==> config.mk <==
export PLATFORM = sky130hd
export DESIGN_NAME = sdt_ctrl_top
export DESIGN_NICKNAME = d
export VERILOG_FILES = /design/src/design/sdt_pkg.sv /design/src/design/sdt_ctrl_top.sv /design/src/design/sdt_sync3.sv /design/src/design/sdt_bus_reg.sv
export VERILOG_INCLUDE_DIRS = /design/src /design/src/design
export SDC_FILE = /design/constraint.sdc
export NUM_CORES = 1
export LEC_CHECK = 0
export ABC_CLOCK_PERIOD_IN_PS = 1000
export BUFFER_PORTS_ARGS = -buffer_cell sky130_fd_sc_hd__buf_2
export CORE_AREA = 2 2 366 368
export DETAILED_ROUTE_END_ITERATION = 10
export DIE_AREA = 0 0 368 370
export HOLD_SLACK_MARGIN = 0.03
export PLACE_DENSITY = 0.33
export SETUP_SLACK_MARGIN = 0.05
export SLEW_MARGIN = 10
export SYNTH_ARGS = -nofsm -noshare
export SYNTH_HDL_FRONTEND = slang
export SYNTH_SLANG_ARGS = --single-unit
==> constraint.sdc <==
create_clock -name mclk -period 1 [get_ports mclk]
set_input_delay 0.1 -clock mclk [delete_from_list [all_inputs] [get_ports mclk]]
set_output_delay 0.1 -clock mclk [all_outputs]
set_load 0.01 [all_outputs]
==> src/design/sdt_params.svh <==
// Named constants for the transceiver control port: bus widths, reset values, polarities.
// Assumes inclusion by bare name from the package and the design modules.
`ifndef SDT_PARAMS_SVH
`define SDT_PARAMS_SVH

`define SDT_TO_IF_W      70
`define SDT_FROM_IF_W    46
`define SDT_NUM_IF       2
`define SDT_TO_BUS_W     (`SDT_TO_IF_W * `SDT_NUM_IF)
`define SDT_FROM_BUS_W   (`SDT_FROM_IF_W * `SDT_NUM_IF)
`define SDT_REFCLK_PRI   1'b0
`define SDT_REFCLK_ALT   1'b1
`define SDT_BIT_OFF      1'b0
`define SDT_BIT_ON       1'b1
`define SDT_SYNC_RST     1'b0

`endif

==> src/design/sdt_pkg.sv <==
// Types shared by the transceiver control port modules.
// Assumes sdt_params.svh is on the include path.
`include "sdt_params.svh"

package sdt_pkg;

	typedef enum logic [1:0]
	{
		SDT_ST_IDLE   = 2'b00,
		SDT_ST_REQ    = 2'b01,
		SDT_ST_BUSY   = 2'b10,
		SDT_ST_SETTLE = 2'b11
	} sdt_reconf_state_e;

	typedef logic [`SDT_TO_BUS_W-1:0]   sdt_to_bus_t;
	typedef logic [`SDT_FROM_BUS_W-1:0] sdt_from_bus_t;

endpackage

==> src/design/sdt_ctrl_top.sv <==
// Control and status port between a serial video core and its transceiver PHY.
// Assumes tx and rx core logic run on mclk; PHY lock, completion and ready inputs are asynchronous.
`timescale 1ns/1ps
`include "sdt_params.svh"

module sdt_ctrl_top
	import sdt_pkg::*;
#(
	parameter bit DYN_SWITCH = 1'b0,
	parameter bit DUAL_LINK  = 1'b0,
	parameter bit NEW_FAMILY = 1'b0,
	parameter bit RATE_MODE  = 1'b1,
	parameter bit RX_ONLY    = 1'b0
)
(
	input  wire logic                        mclk,
	input  wire logic                        rst_b,
	input  wire logic                        refclk_choice,
	output logic                             refclk_sel,
	input  wire logic                        phy_pll0_lock,
	input  wire logic                        phy_pll1_lock,
	output logic                             tx_pll_locked,
	output logic                             tx_pll_locked_alt,
	input  wire logic [`SDT_TO_BUS_W-1:0]    mgr_reconf_to,
	input  wire logic [`SDT_TO_BUS_W-1:0]    mgr_reconf_to_linkb,
	output logic      [`SDT_TO_BUS_W-1:0]    reconf_bus_toward_phy,
	output logic      [`SDT_TO_BUS_W-1:0]    reconf_bus_toward_phy_linkb,
	input  wire logic [`SDT_FROM_BUS_W-1:0]  phy_reconf_from,
	input  wire logic [`SDT_FROM_BUS_W-1:0]  phy_reconf_from_linkb,
	output logic      [`SDT_FROM_BUS_W-1:0]  reconf_bus_from_phy,
	output logic      [`SDT_FROM_BUS_W-1:0]  reconf_bus_from_phy_linkb,
	input  wire logic                        rate_change,
	input  wire logic                        reconf_done_in,
	output logic                             rx_start_reconf,
	input  wire logic                        rx_ready_in,
	input  wire logic                        force_lock_ref,
	input  wire logic                        force_lock_data,
	output logic                             lock_to_ref,
	output logic                             lock_to_data
);

	logic [`SDT_NUM_IF-1:0] if_en_a;
	logic [`SDT_NUM_IF-1:0] if_en_b;
	logic                   pll0_sync;
	logic                   pll1_sync;
	logic                   done_sync;
	logic                   ready_sync;
	logic                   next_refclk_sel;
	logic                   next_locked;
	logic                   next_locked_alt;

	sdt_reconf_state_e      state;
	sdt_reconf_state_e      next_state;
	logic                   pending;
	logic                   next_pending;
	logic                   next_start;
	logic                   next_ltr;
	logic                   next_ltd;

	// Receiver instances use only the lower interface; link B exists only in dual link
	always_comb
	begin
		if_en_a    = {~RX_ONLY, `SDT_BIT_ON};
		if_en_b    = DUAL_LINK ? if_en_a : {`SDT_NUM_IF{`SDT_BIT_OFF}};
	end

	sdt_bus_reg #(
		.IF_W   (`SDT_TO_IF_W),
		.NUM_IF (`SDT_NUM_IF)
	) u_to_phy_a (
		.mclk      (mclk),
		.rst_b     (rst_b),
		.if_enable (if_en_a),
		.bus_in    (mgr_reconf_to),
		.bus_out   (reconf_bus_toward_phy)
	);

	sdt_bus_reg #(
		.IF_W   (`SDT_TO_IF_W),
		.NUM_IF (`SDT_NUM_IF)
	) u_to_phy_b (
		.mclk      (mclk),
		.rst_b     (rst_b),
		.if_enable (if_en_b),
		.bus_in    (mgr_reconf_to_linkb),
		.bus_out   (reconf_bus_toward_phy_linkb)
	);

	sdt_bus_reg #(
		.IF_W   (`SDT_FROM_IF_W),
		.NUM_IF (`SDT_NUM_IF)
	) u_from_phy_a (
		.mclk      (mclk),
		.rst_b     (rst_b),
		.if_enable (if_en_a),
		.bus_in    (phy_reconf_from),
		.bus_out   (reconf_bus_from_phy)
	);

	sdt_bus_reg #(
		.IF_W   (`SDT_FROM_IF_W),
		.NUM_IF (`SDT_NUM_IF)
	) u_from_phy_b (
		.mclk      (mclk),
		.rst_b     (rst_b),
		.if_enable (if_en_b),
		.bus_in    (phy_reconf_from_linkb),
		.bus_out   (reconf_bus_from_phy_linkb)
	);

	// PHY status arrives with no core clock relation
	sdt_sync3 u_sync_pll0 (
		.mclk      (mclk),
		.rst_b     (rst_b),
		.async_in  (phy_pll0_lock),
		.level_out (pll0_sync)
	);

	sdt_sync3 u_sync_pll1 (
		.mclk      (mclk),
		.rst_b     (rst_b),
		.async_in  (phy_pll1_lock),
		.level_out (pll1_sync)
	);

	sdt_sync3 u_sync_done (
		.mclk      (mclk),
		.rst_b     (rst_b),
		.async_in  (reconf_done_in),
		.level_out (done_sync)
	);

	sdt_sync3 u_sync_ready (
		.mclk      (mclk),
		.rst_b     (rst_b),
		.async_in  (rx_ready_in),
		.level_out (ready_sync)
	);

	// Transmit side: clock choice and synthesizer lock reporting
	always_comb
	begin
		next_refclk_sel = `SDT_REFCLK_PRI;
		if (DYN_SWITCH && refclk_choice)
		begin
			next_refclk_sel = `SDT_REFCLK_ALT;
		end
		next_locked     = pll0_sync;
		next_locked_alt = DYN_SWITCH ? pll1_sync : `SDT_BIT_OFF;
	end

	always_ff @(posedge mclk or negedge rst_b)
	begin
		if (!rst_b)
		begin
			refclk_sel        <= `SDT_REFCLK_PRI;
			tx_pll_locked     <= `SDT_BIT_OFF;
			tx_pll_locked_alt <= `SDT_BIT_OFF;
		end
		else
		begin
			refclk_sel        <= next_refclk_sel;
			tx_pll_locked     <= next_locked;
			tx_pll_locked_alt <= next_locked_alt;
		end
	end

	// Receive reconfiguration handshake.
	// Older families: wait for completion high, then for it to fall so a stale high is not
	// taken as the next completion. Newer families: completion high means busy, its fall ends it.
	always_comb
	begin
		next_state   = state;
		next_pending = pending;
		next_start   = rx_start_reconf;
		case (state)
			SDT_ST_IDLE:
			begin
				next_start = `SDT_BIT_OFF;
				if (RATE_MODE && (rate_change || pending))
				begin
					next_state   = SDT_ST_REQ;
					next_start   = `SDT_BIT_ON;
					next_pending = rate_change && pending ? `SDT_BIT_ON : `SDT_BIT_OFF;
				end
			end
			SDT_ST_REQ:
			begin
				if (done_sync)
				begin
					if (NEW_FAMILY)
					begin
						next_state = SDT_ST_BUSY;
					end
					else
					begin
						next_state = SDT_ST_SETTLE;
						next_start = `SDT_BIT_OFF;
					end
				end
			end
			SDT_ST_BUSY:
			begin
				if (!done_sync)
				begin
					next_state = SDT_ST_IDLE;
					next_start = `SDT_BIT_OFF;
				end
			end
			SDT_ST_SETTLE:
			begin
				next_start = `SDT_BIT_OFF;
				if (!done_sync)
				begin
					next_state = SDT_ST_IDLE;
				end
			end
			default:
			begin
				next_state = SDT_ST_IDLE;
				next_start = `SDT_BIT_OFF;
			end
		endcase
		// A rate change seen during a reconfiguration is kept for one more request
		if (rate_change && RATE_MODE && (state != SDT_ST_IDLE))
		begin
			next_pending = `SDT_BIT_ON;
		end
	end

	always_ff @(posedge mclk or negedge rst_b)
	begin
		if (!rst_b)
		begin
			state           <= SDT_ST_IDLE;
			pending         <= `SDT_BIT_OFF;
			rx_start_reconf <= `SDT_BIT_OFF;
		end
		else
		begin
			state           <= next_state;
			pending         <= next_pending;
			rx_start_reconf <= next_start;
		end
	end

	// Clock recovery lock mode, newer families only (both held low otherwise): reference lock is forced while the receiver is being
	// reconfigured or its PHY sequence is not complete, so the CDR never chases a dead stream.
	always_comb
	begin
		next_ltr = `SDT_BIT_OFF;
		next_ltd = `SDT_BIT_OFF;
		if (NEW_FAMILY)
		begin
			next_ltr = force_lock_ref || !ready_sync || (state != SDT_ST_IDLE);
			next_ltd = force_lock_data && !next_ltr;
		end
	end

	always_ff @(posedge mclk or negedge rst_b)
	begin
		if (!rst_b)
		begin
			lock_to_ref  <= `SDT_BIT_OFF;
			lock_to_data <= `SDT_BIT_OFF;
		end
		else
		begin
			lock_to_ref  <= next_ltr;
			lock_to_data <= next_ltd;
		end
	end

endmodule

==> src/design/sdt_sync3.sv <==
// Three-stage synchroniser with agreement filter for one asynchronous level.
// Assumes the input is a slow level from outside the mclk domain.
`timescale 1ns/1ps
`include "sdt_params.svh"

module sdt_sync3
	import sdt_pkg::*;
(
	input  wire logic mclk,
	input  wire logic rst_b,
	input  wire logic async_in,
	output logic      level_out
);

	logic stage1;
	logic stage2;
	logic stage3;
	logic next_level;

	// The first stage feeds only the second; the filter looks at stages two and three
	always_comb
	begin
		next_level = level_out;
		if (stage2 == stage3)
		begin
			next_level = stage3;
		end
	end

	always_ff @(posedge mclk or negedge rst_b)
	begin
		if (!rst_b)
		begin
			stage1    <= `SDT_SYNC_RST;
			stage2    <= `SDT_SYNC_RST;
			stage3    <= `SDT_SYNC_RST;
			level_out <= `SDT_SYNC_RST;
		end
		else
		begin
			stage1    <= async_in;
			stage2    <= stage1;
			stage3    <= stage2;
			level_out <= next_level;
		end
	end

endmodule

==> src/design/sdt_bus_reg.sv <==
// Registered pass-through stage for one reconfiguration bus with per-interface enables.
// Assumes both ends of the bus are timed to mclk.
`timescale 1ns/1ps
`include "sdt_params.svh"

module sdt_bus_reg
	import sdt_pkg::*;
#(
	parameter int IF_W   = 1,
	parameter int NUM_IF = 1
)
(
	input  wire logic                   mclk,
	input  wire logic                   rst_b,
	input  wire logic [NUM_IF-1:0]      if_enable,
	input  wire logic [IF_W*NUM_IF-1:0] bus_in,
	output logic      [IF_W*NUM_IF-1:0] bus_out
);

	logic [IF_W*NUM_IF-1:0] next_bus;

	// Interfaces that do not exist in this configuration are held at zero
	always_comb
	begin
		next_bus = '0;
		for (int i = 0; i < NUM_IF; i++)
		begin
			if (if_enable[i])
			begin
				next_bus[i*IF_W +: IF_W] = bus_in[i*IF_W +: IF_W];
			end
		end
	end

	always_ff @(posedge mclk or negedge rst_b)
	begin
		if (!rst_b)
		begin
			bus_out <= '0;
		end
		else
		begin
			bus_out <= next_bus;
		end
	end

endmodule

# --- Word level (Yosys, flattened, before mapping) ---
# Index checks and enable logic that the tools add are counted.
totals:
  reg_bits: 245
  input_bits: 474
  out_inout_bits: 470
  elab_cells: 46
op_classes:
  eq_ne: 9
  n_mux: 12
  reduce_logical: 11
ops:
  columns: ["operator", "n"]
  rows:
  - ["$mux W1", 7]
  - ["$mux W2", 3]
  - ["$ne A2 B2 Y1 const B", 3]
  - ["$pmux W2 S3", 1]
  - ["$reduce_bool A2 Y1", 3]
  - ["$eq A2 B2 Y1 const B", 2]
  - ["$pmux W1 S4", 1]
  - ["$reduce_and A2 Y1", 2]
  - ["$reduce_and A3 Y1", 1]
  - ["$eq A1 B1 Y1", 2]
  - ["$eq A2 B1 Y1 const B", 1]
  - ["$logic_and A1 B1 Y1", 2]
  - ["$logic_not A2 Y1", 1]
  - ["$ne A2 B1 Y1 const B", 1]
  - ["$reduce_or A2 Y1", 1]
  - ["$logic_or A1 B1 Y1", 1]

# --- Depth between registers and ports, before layout ---
logic_depth:
  word_depth: 5
  depth_mapped: 2
  ltp_nobuf: 2

# --- Modules after synthesis ---
# Synthesis repeated with hierarchy kept, for this count alone.
hier_totals:
  cells_unflattened: 1003
  area_unflattened_um2: 15602.5
by_module_without_submodules:
  columns: ["mod", "instances", "cells_each", "area_per_inst_um2", "seq_area_each_um2"]
  rows:
  - ["sdt_bus_reg at u_to_phy_a ...", 2, 294, 4568.1, 3503.4]
  - ["sdt_bus_reg at u_from_phy_a ...", 2, 192, 3007.9, 2302.2]
  - ["sdt_ctrl_top", 1, 21, 227.7, 125.1]
  - ["sdt_sync3", 2, 5, 111.4, 100.1]

# --- Least setup slack after synthesis ---
# Ideal clock, no wire load.
synth_path:
  path_type: "reg2reg"
  startpoint: "reg state[0]"
  endpoint: "reg pending"
  setup_time_ns: 0.126
  arrival_time_ns: 0.930
  t_required_ns: 0.874
  slack_ns: -0.056
  stages_incl_launch_ff: 3
  path_buffers: 0
  period_less_slack_ns: 1.056
  path_cell_list: "dfrtp_1 or2_4 maj3_2"
synth_via:
  elab_chain_cells: 4
  elab_cells_between_ends: 7
  classes_between: "mux: 1; reduce/logical: 6"
synth_rtl:
  columns: ["item", "line", "rtl"]
  rows:
  - ["start: declaration", "sdt_ctrl_top.sv:52", "sdt_reconf_state_e state;"]
  - ["start signal: assignment", "sdt_ctrl_top.sv:241", "state <= next_state;"]
  - ["$reduce_bool A2 Y1", "sdt_ctrl_top.sv:225", "if (rate_change && RATE_MODE && (state != SDT_ST_IDLE))"]
  - ["$logic_and A1 B1 Y1", "sdt_ctrl_top.sv:225", null]
  - ["$reduce_bool A2 Y1 (no line)", null, null]
  - ["$reduce_and A2 Y1 (no line)", null, null]
  - ["end signal: assignment", "sdt_ctrl_top.sv:236", "pending <= `SDT_BIT_OFF;"]
  - ["end signal: assignment", "sdt_ctrl_top.sv:242", "pending <= next_pending;"]
  - ["end: declaration", "sdt_ctrl_top.sv:54", "logic pending;"]
# Several ways; a longest one is shown, not always the timed one.
# A chain may end at the register's enable or synchronous reset.

# --- Worst setup path in the final report ---
layout_path:
  startpoint: "reg u_to_phy_a.bus_out[110]"
  endpoint: "out reconf_bus_toward_phy[110]"
layout_lines:
  columns: ["item", "line", "rtl"]
  rows:
  - ["start: declaration", "sdt_bus_reg.sv:17", "output logic [IF_W*NUM_IF-1:0] bus_out"]
  - ["start signal: assignment", "sdt_bus_reg.sv:43", "bus_out <= next_bus;"]
  - ["end: declaration", "sdt_ctrl_top.sv:26", "output logic [`SDT_TO_BUS_W-1:0] reconf_bus_toward_phy,"]
# No word-level cell between the ends.

==> reports/metrics.cfg <==
[worst_setup_path]
required_ns=0.90
r2r_start=state[1]
r2r_end=pending
crit_arrival_ns=1.16
endpoint_kind=output pin
rrSetupSlack_ns=-0.04
critical-path-max-stage-delay_ns=0.42
path_max_fanout=1
critPathLaunchType=flip-flop
path_class=reg2out
worstPathCellList=buf_6
crit_buf_inv=1
reg2reg_depth=2
crit_slowest_cell=dfrtp_1
crit_family=flip-flops

[synthesis]
ys_seq_area_frac=0.766
synth_xor_area_frac=0
yosys.area_share.simple=0.00610
synth_mux_area_frac=0
synth_adder_area_share=0.00391
netlist_top_cells_area=dfrtp_1 (77%), buf_4 (22%), maj3_1 (0.25%)
synth_compound_area_frac=0.00156
synth_top_family_by_area=buffers and inverters
synth_area_per_cell_um2=16.2
yosys_warnings=0
yosysTopAreaCellShare=0.766
ys_ff_latch=245
synth_top_area_cell=dfrtp_1
mappedNetlistArea_um2=8000
syn_inst=494
ys_types=14

[clock_network]
cts_buffer_depth=3
cts.htree.levels=2
ctsHoldBuffers=236
root_buffer=clkbuf_16
clk_pin_slew_worst_paths_ns=0.06
clk_latency_ns=0.58
cts_num_sinks=245
tritoncts=built
tritoncts.num_buffers=36

[die]
io-pin-count=944
die_area_um2=136000
start_util=0.0604
fp.dieW_um=368
placementRows=134
core_um2=132000
die_y_um=370

[route]
vias_per_cell=1.97
wl_per_cell_um=15.9
vias=6084
drc_errors=0
firstDrtPassIters=4
ant_nets=0
drtIter0Drc=143
wirelength_um=49000

[global_routing]
grt_max_degree=44
grt_pass1_wl_um=61300
overflow=0
antenna_found_initial=79
track_usage=0.0700
grt_pass1_vias=6221

[hold_path]
hold_path.class=in2async

[timing]
post-route-period-util=1.26
min_period_ns=1.26
rsz0062_at_grt=yes
setup_slack_ns=-0.260
skew_ns=0.00366
setup_violations=235
fin_hold_ws_ns=0.0113
drv_slew=0
finalHoldViolCount=0
fmax_mhz=794

[power]
p_int_mw=20.5
finalPower_mw=28.1
p_sw_mw=7.56
ir_drop_mv=1.14
netSwitchingFraction=0.269
p_comb_frac=0.129
power_leakage_nw=7.51
seqPwrFrac=0.380
clkPwrFrac=0.490
pwr_density_cell_nw_per_um2=1700

[placement]
gp_congestion=0.730
port_buffers=470
hpwlAfterDp_um=41800

[cells_and_area]
regArea_um2=6130
area_growth_pct=106
multiInputGateArea_um2=978
nets=1725
mostFrequentLayoutCell=buf_2
fill_cells=15000
drive_gt1_frac=0.430
mostFrequentLayoutCells=buf_2 (318), dfrtp_1 (245), conb_1 (236), dlygate4sd3_1 (236), buf_6 (151)

[flow_run]
cap_viol_max_count=0

[run_status]
status=finished, violations left
violations=negative setup slack

## what timing repair did
item                                    4_1_cts  5_1_grt
pin swaps                                     1        1
buffers inserted                              1        2
endpoints found under the hold margin       482       15
resized for setup                           265        9
endpoints found under the setup margin      235      235
## power groups by stage
stage	Clock [mW]	Sequential [mW]	Combinational (mW)
detailed placement	0	10.8	2.49
global placement	0	10.8	2.48
CTS	14.7	10.7	3.75
global route	14.9	10.7	3.97
floorplan	0	11.1	1.12
finish	13.8	10.7	3.63
## through the flow
stage	instance area [µm²]	std cells	worst slack, ns	utilization	setup TNS (ns)
floorplan	8880	729	-0.0281	-	-0.0281
global placement	11800	2742	-0.0328	0.0893	-0.0328
detailed placement	11800	2742	-0.0319	0.0893	-0.0319
CTS	16400	3044	-0.363	0.123	-58.59
global route	16500	3078	-0.331	0.125	-55.62
finish	16500	3082	-0.260	0.125	-40.00
## cell type report
cell class	instances	area share
Antenna cell	36	0.00545
Clock buffer	49	0.0642
Clock inverter	16	0.0124
Multi-Input combinational cell	248	0.0592
Sequential cell	245	0.371
Tap cell	1768	0.134
Timing Repair Buffer	720	0.353
## worst max path at each step
stage | from | end | slack [ns] | depth (start not counted)
2_1_floorplan | state[1] | pending | -0.03 | 2
3_3_place_gp | state[1] | pending | -0.03 | 2
3_5_place_dp | state[1] | pending | -0.03 | 2
4_1_cts | u_to_phy_a.bus_out[41] | reconf_bus_toward_phy[41] | -0.36 | 1
5_1_grt | u_to_phy_a.bus_out[41] | reconf_bus_toward_phy[41] | -0.33 | 1
6_report | u_to_phy_a.bus_out[110] | reconf_bus_toward_phy[110] | -0.26 | 1
## state kept, by name (all words and copies together) (netlist names)
signal / flops
u_to_phy_a.bus_out: 140
u_from_phy_a.bus_out: 92
state: 2
pending: 1
rx_start_reconf: 1
tx_pll_locked: 1
u_sync_done.level_out: 1
u_sync_done.stage1: 1
u_sync_done.stage2: 1
u_sync_done.stage3: 1
u_sync_pll0.level_out: 1
u_sync_pll0.stage1: 1
u_sync_pll0.stage2: 1
u_sync_pll0.stage3: 1
## kinds of logic (layout without fill, tap and decap cells)
family	after synthesis	count (layout)
other cells	1	272
fa+ha+maj	3	3
simple gates	7	7
compound gates	2	2
flops	245	245
buf+inv	236	785
## synth_stat cells, drive strengths merged
library cell / count
a21oi: 1
nor3: 1
nand4bb: 1
conb: 1
or2: 1
o211ai: 1
nand2: 1
and2: 1
nor2: 1
maj3: 3
buf: 236
nand4b: 1
dfrtp: 245
## layer usage
layer	global-route usage	vias up	part of all wire
met3	0.0582	148	0.17
met2	0.107	489	0.44
met1	0.0681	2731	0.34
met4	0.0308	76	0.043
li1	-	2640	-
met5	0	-	0.010
(Power assumes the default switching activity.)
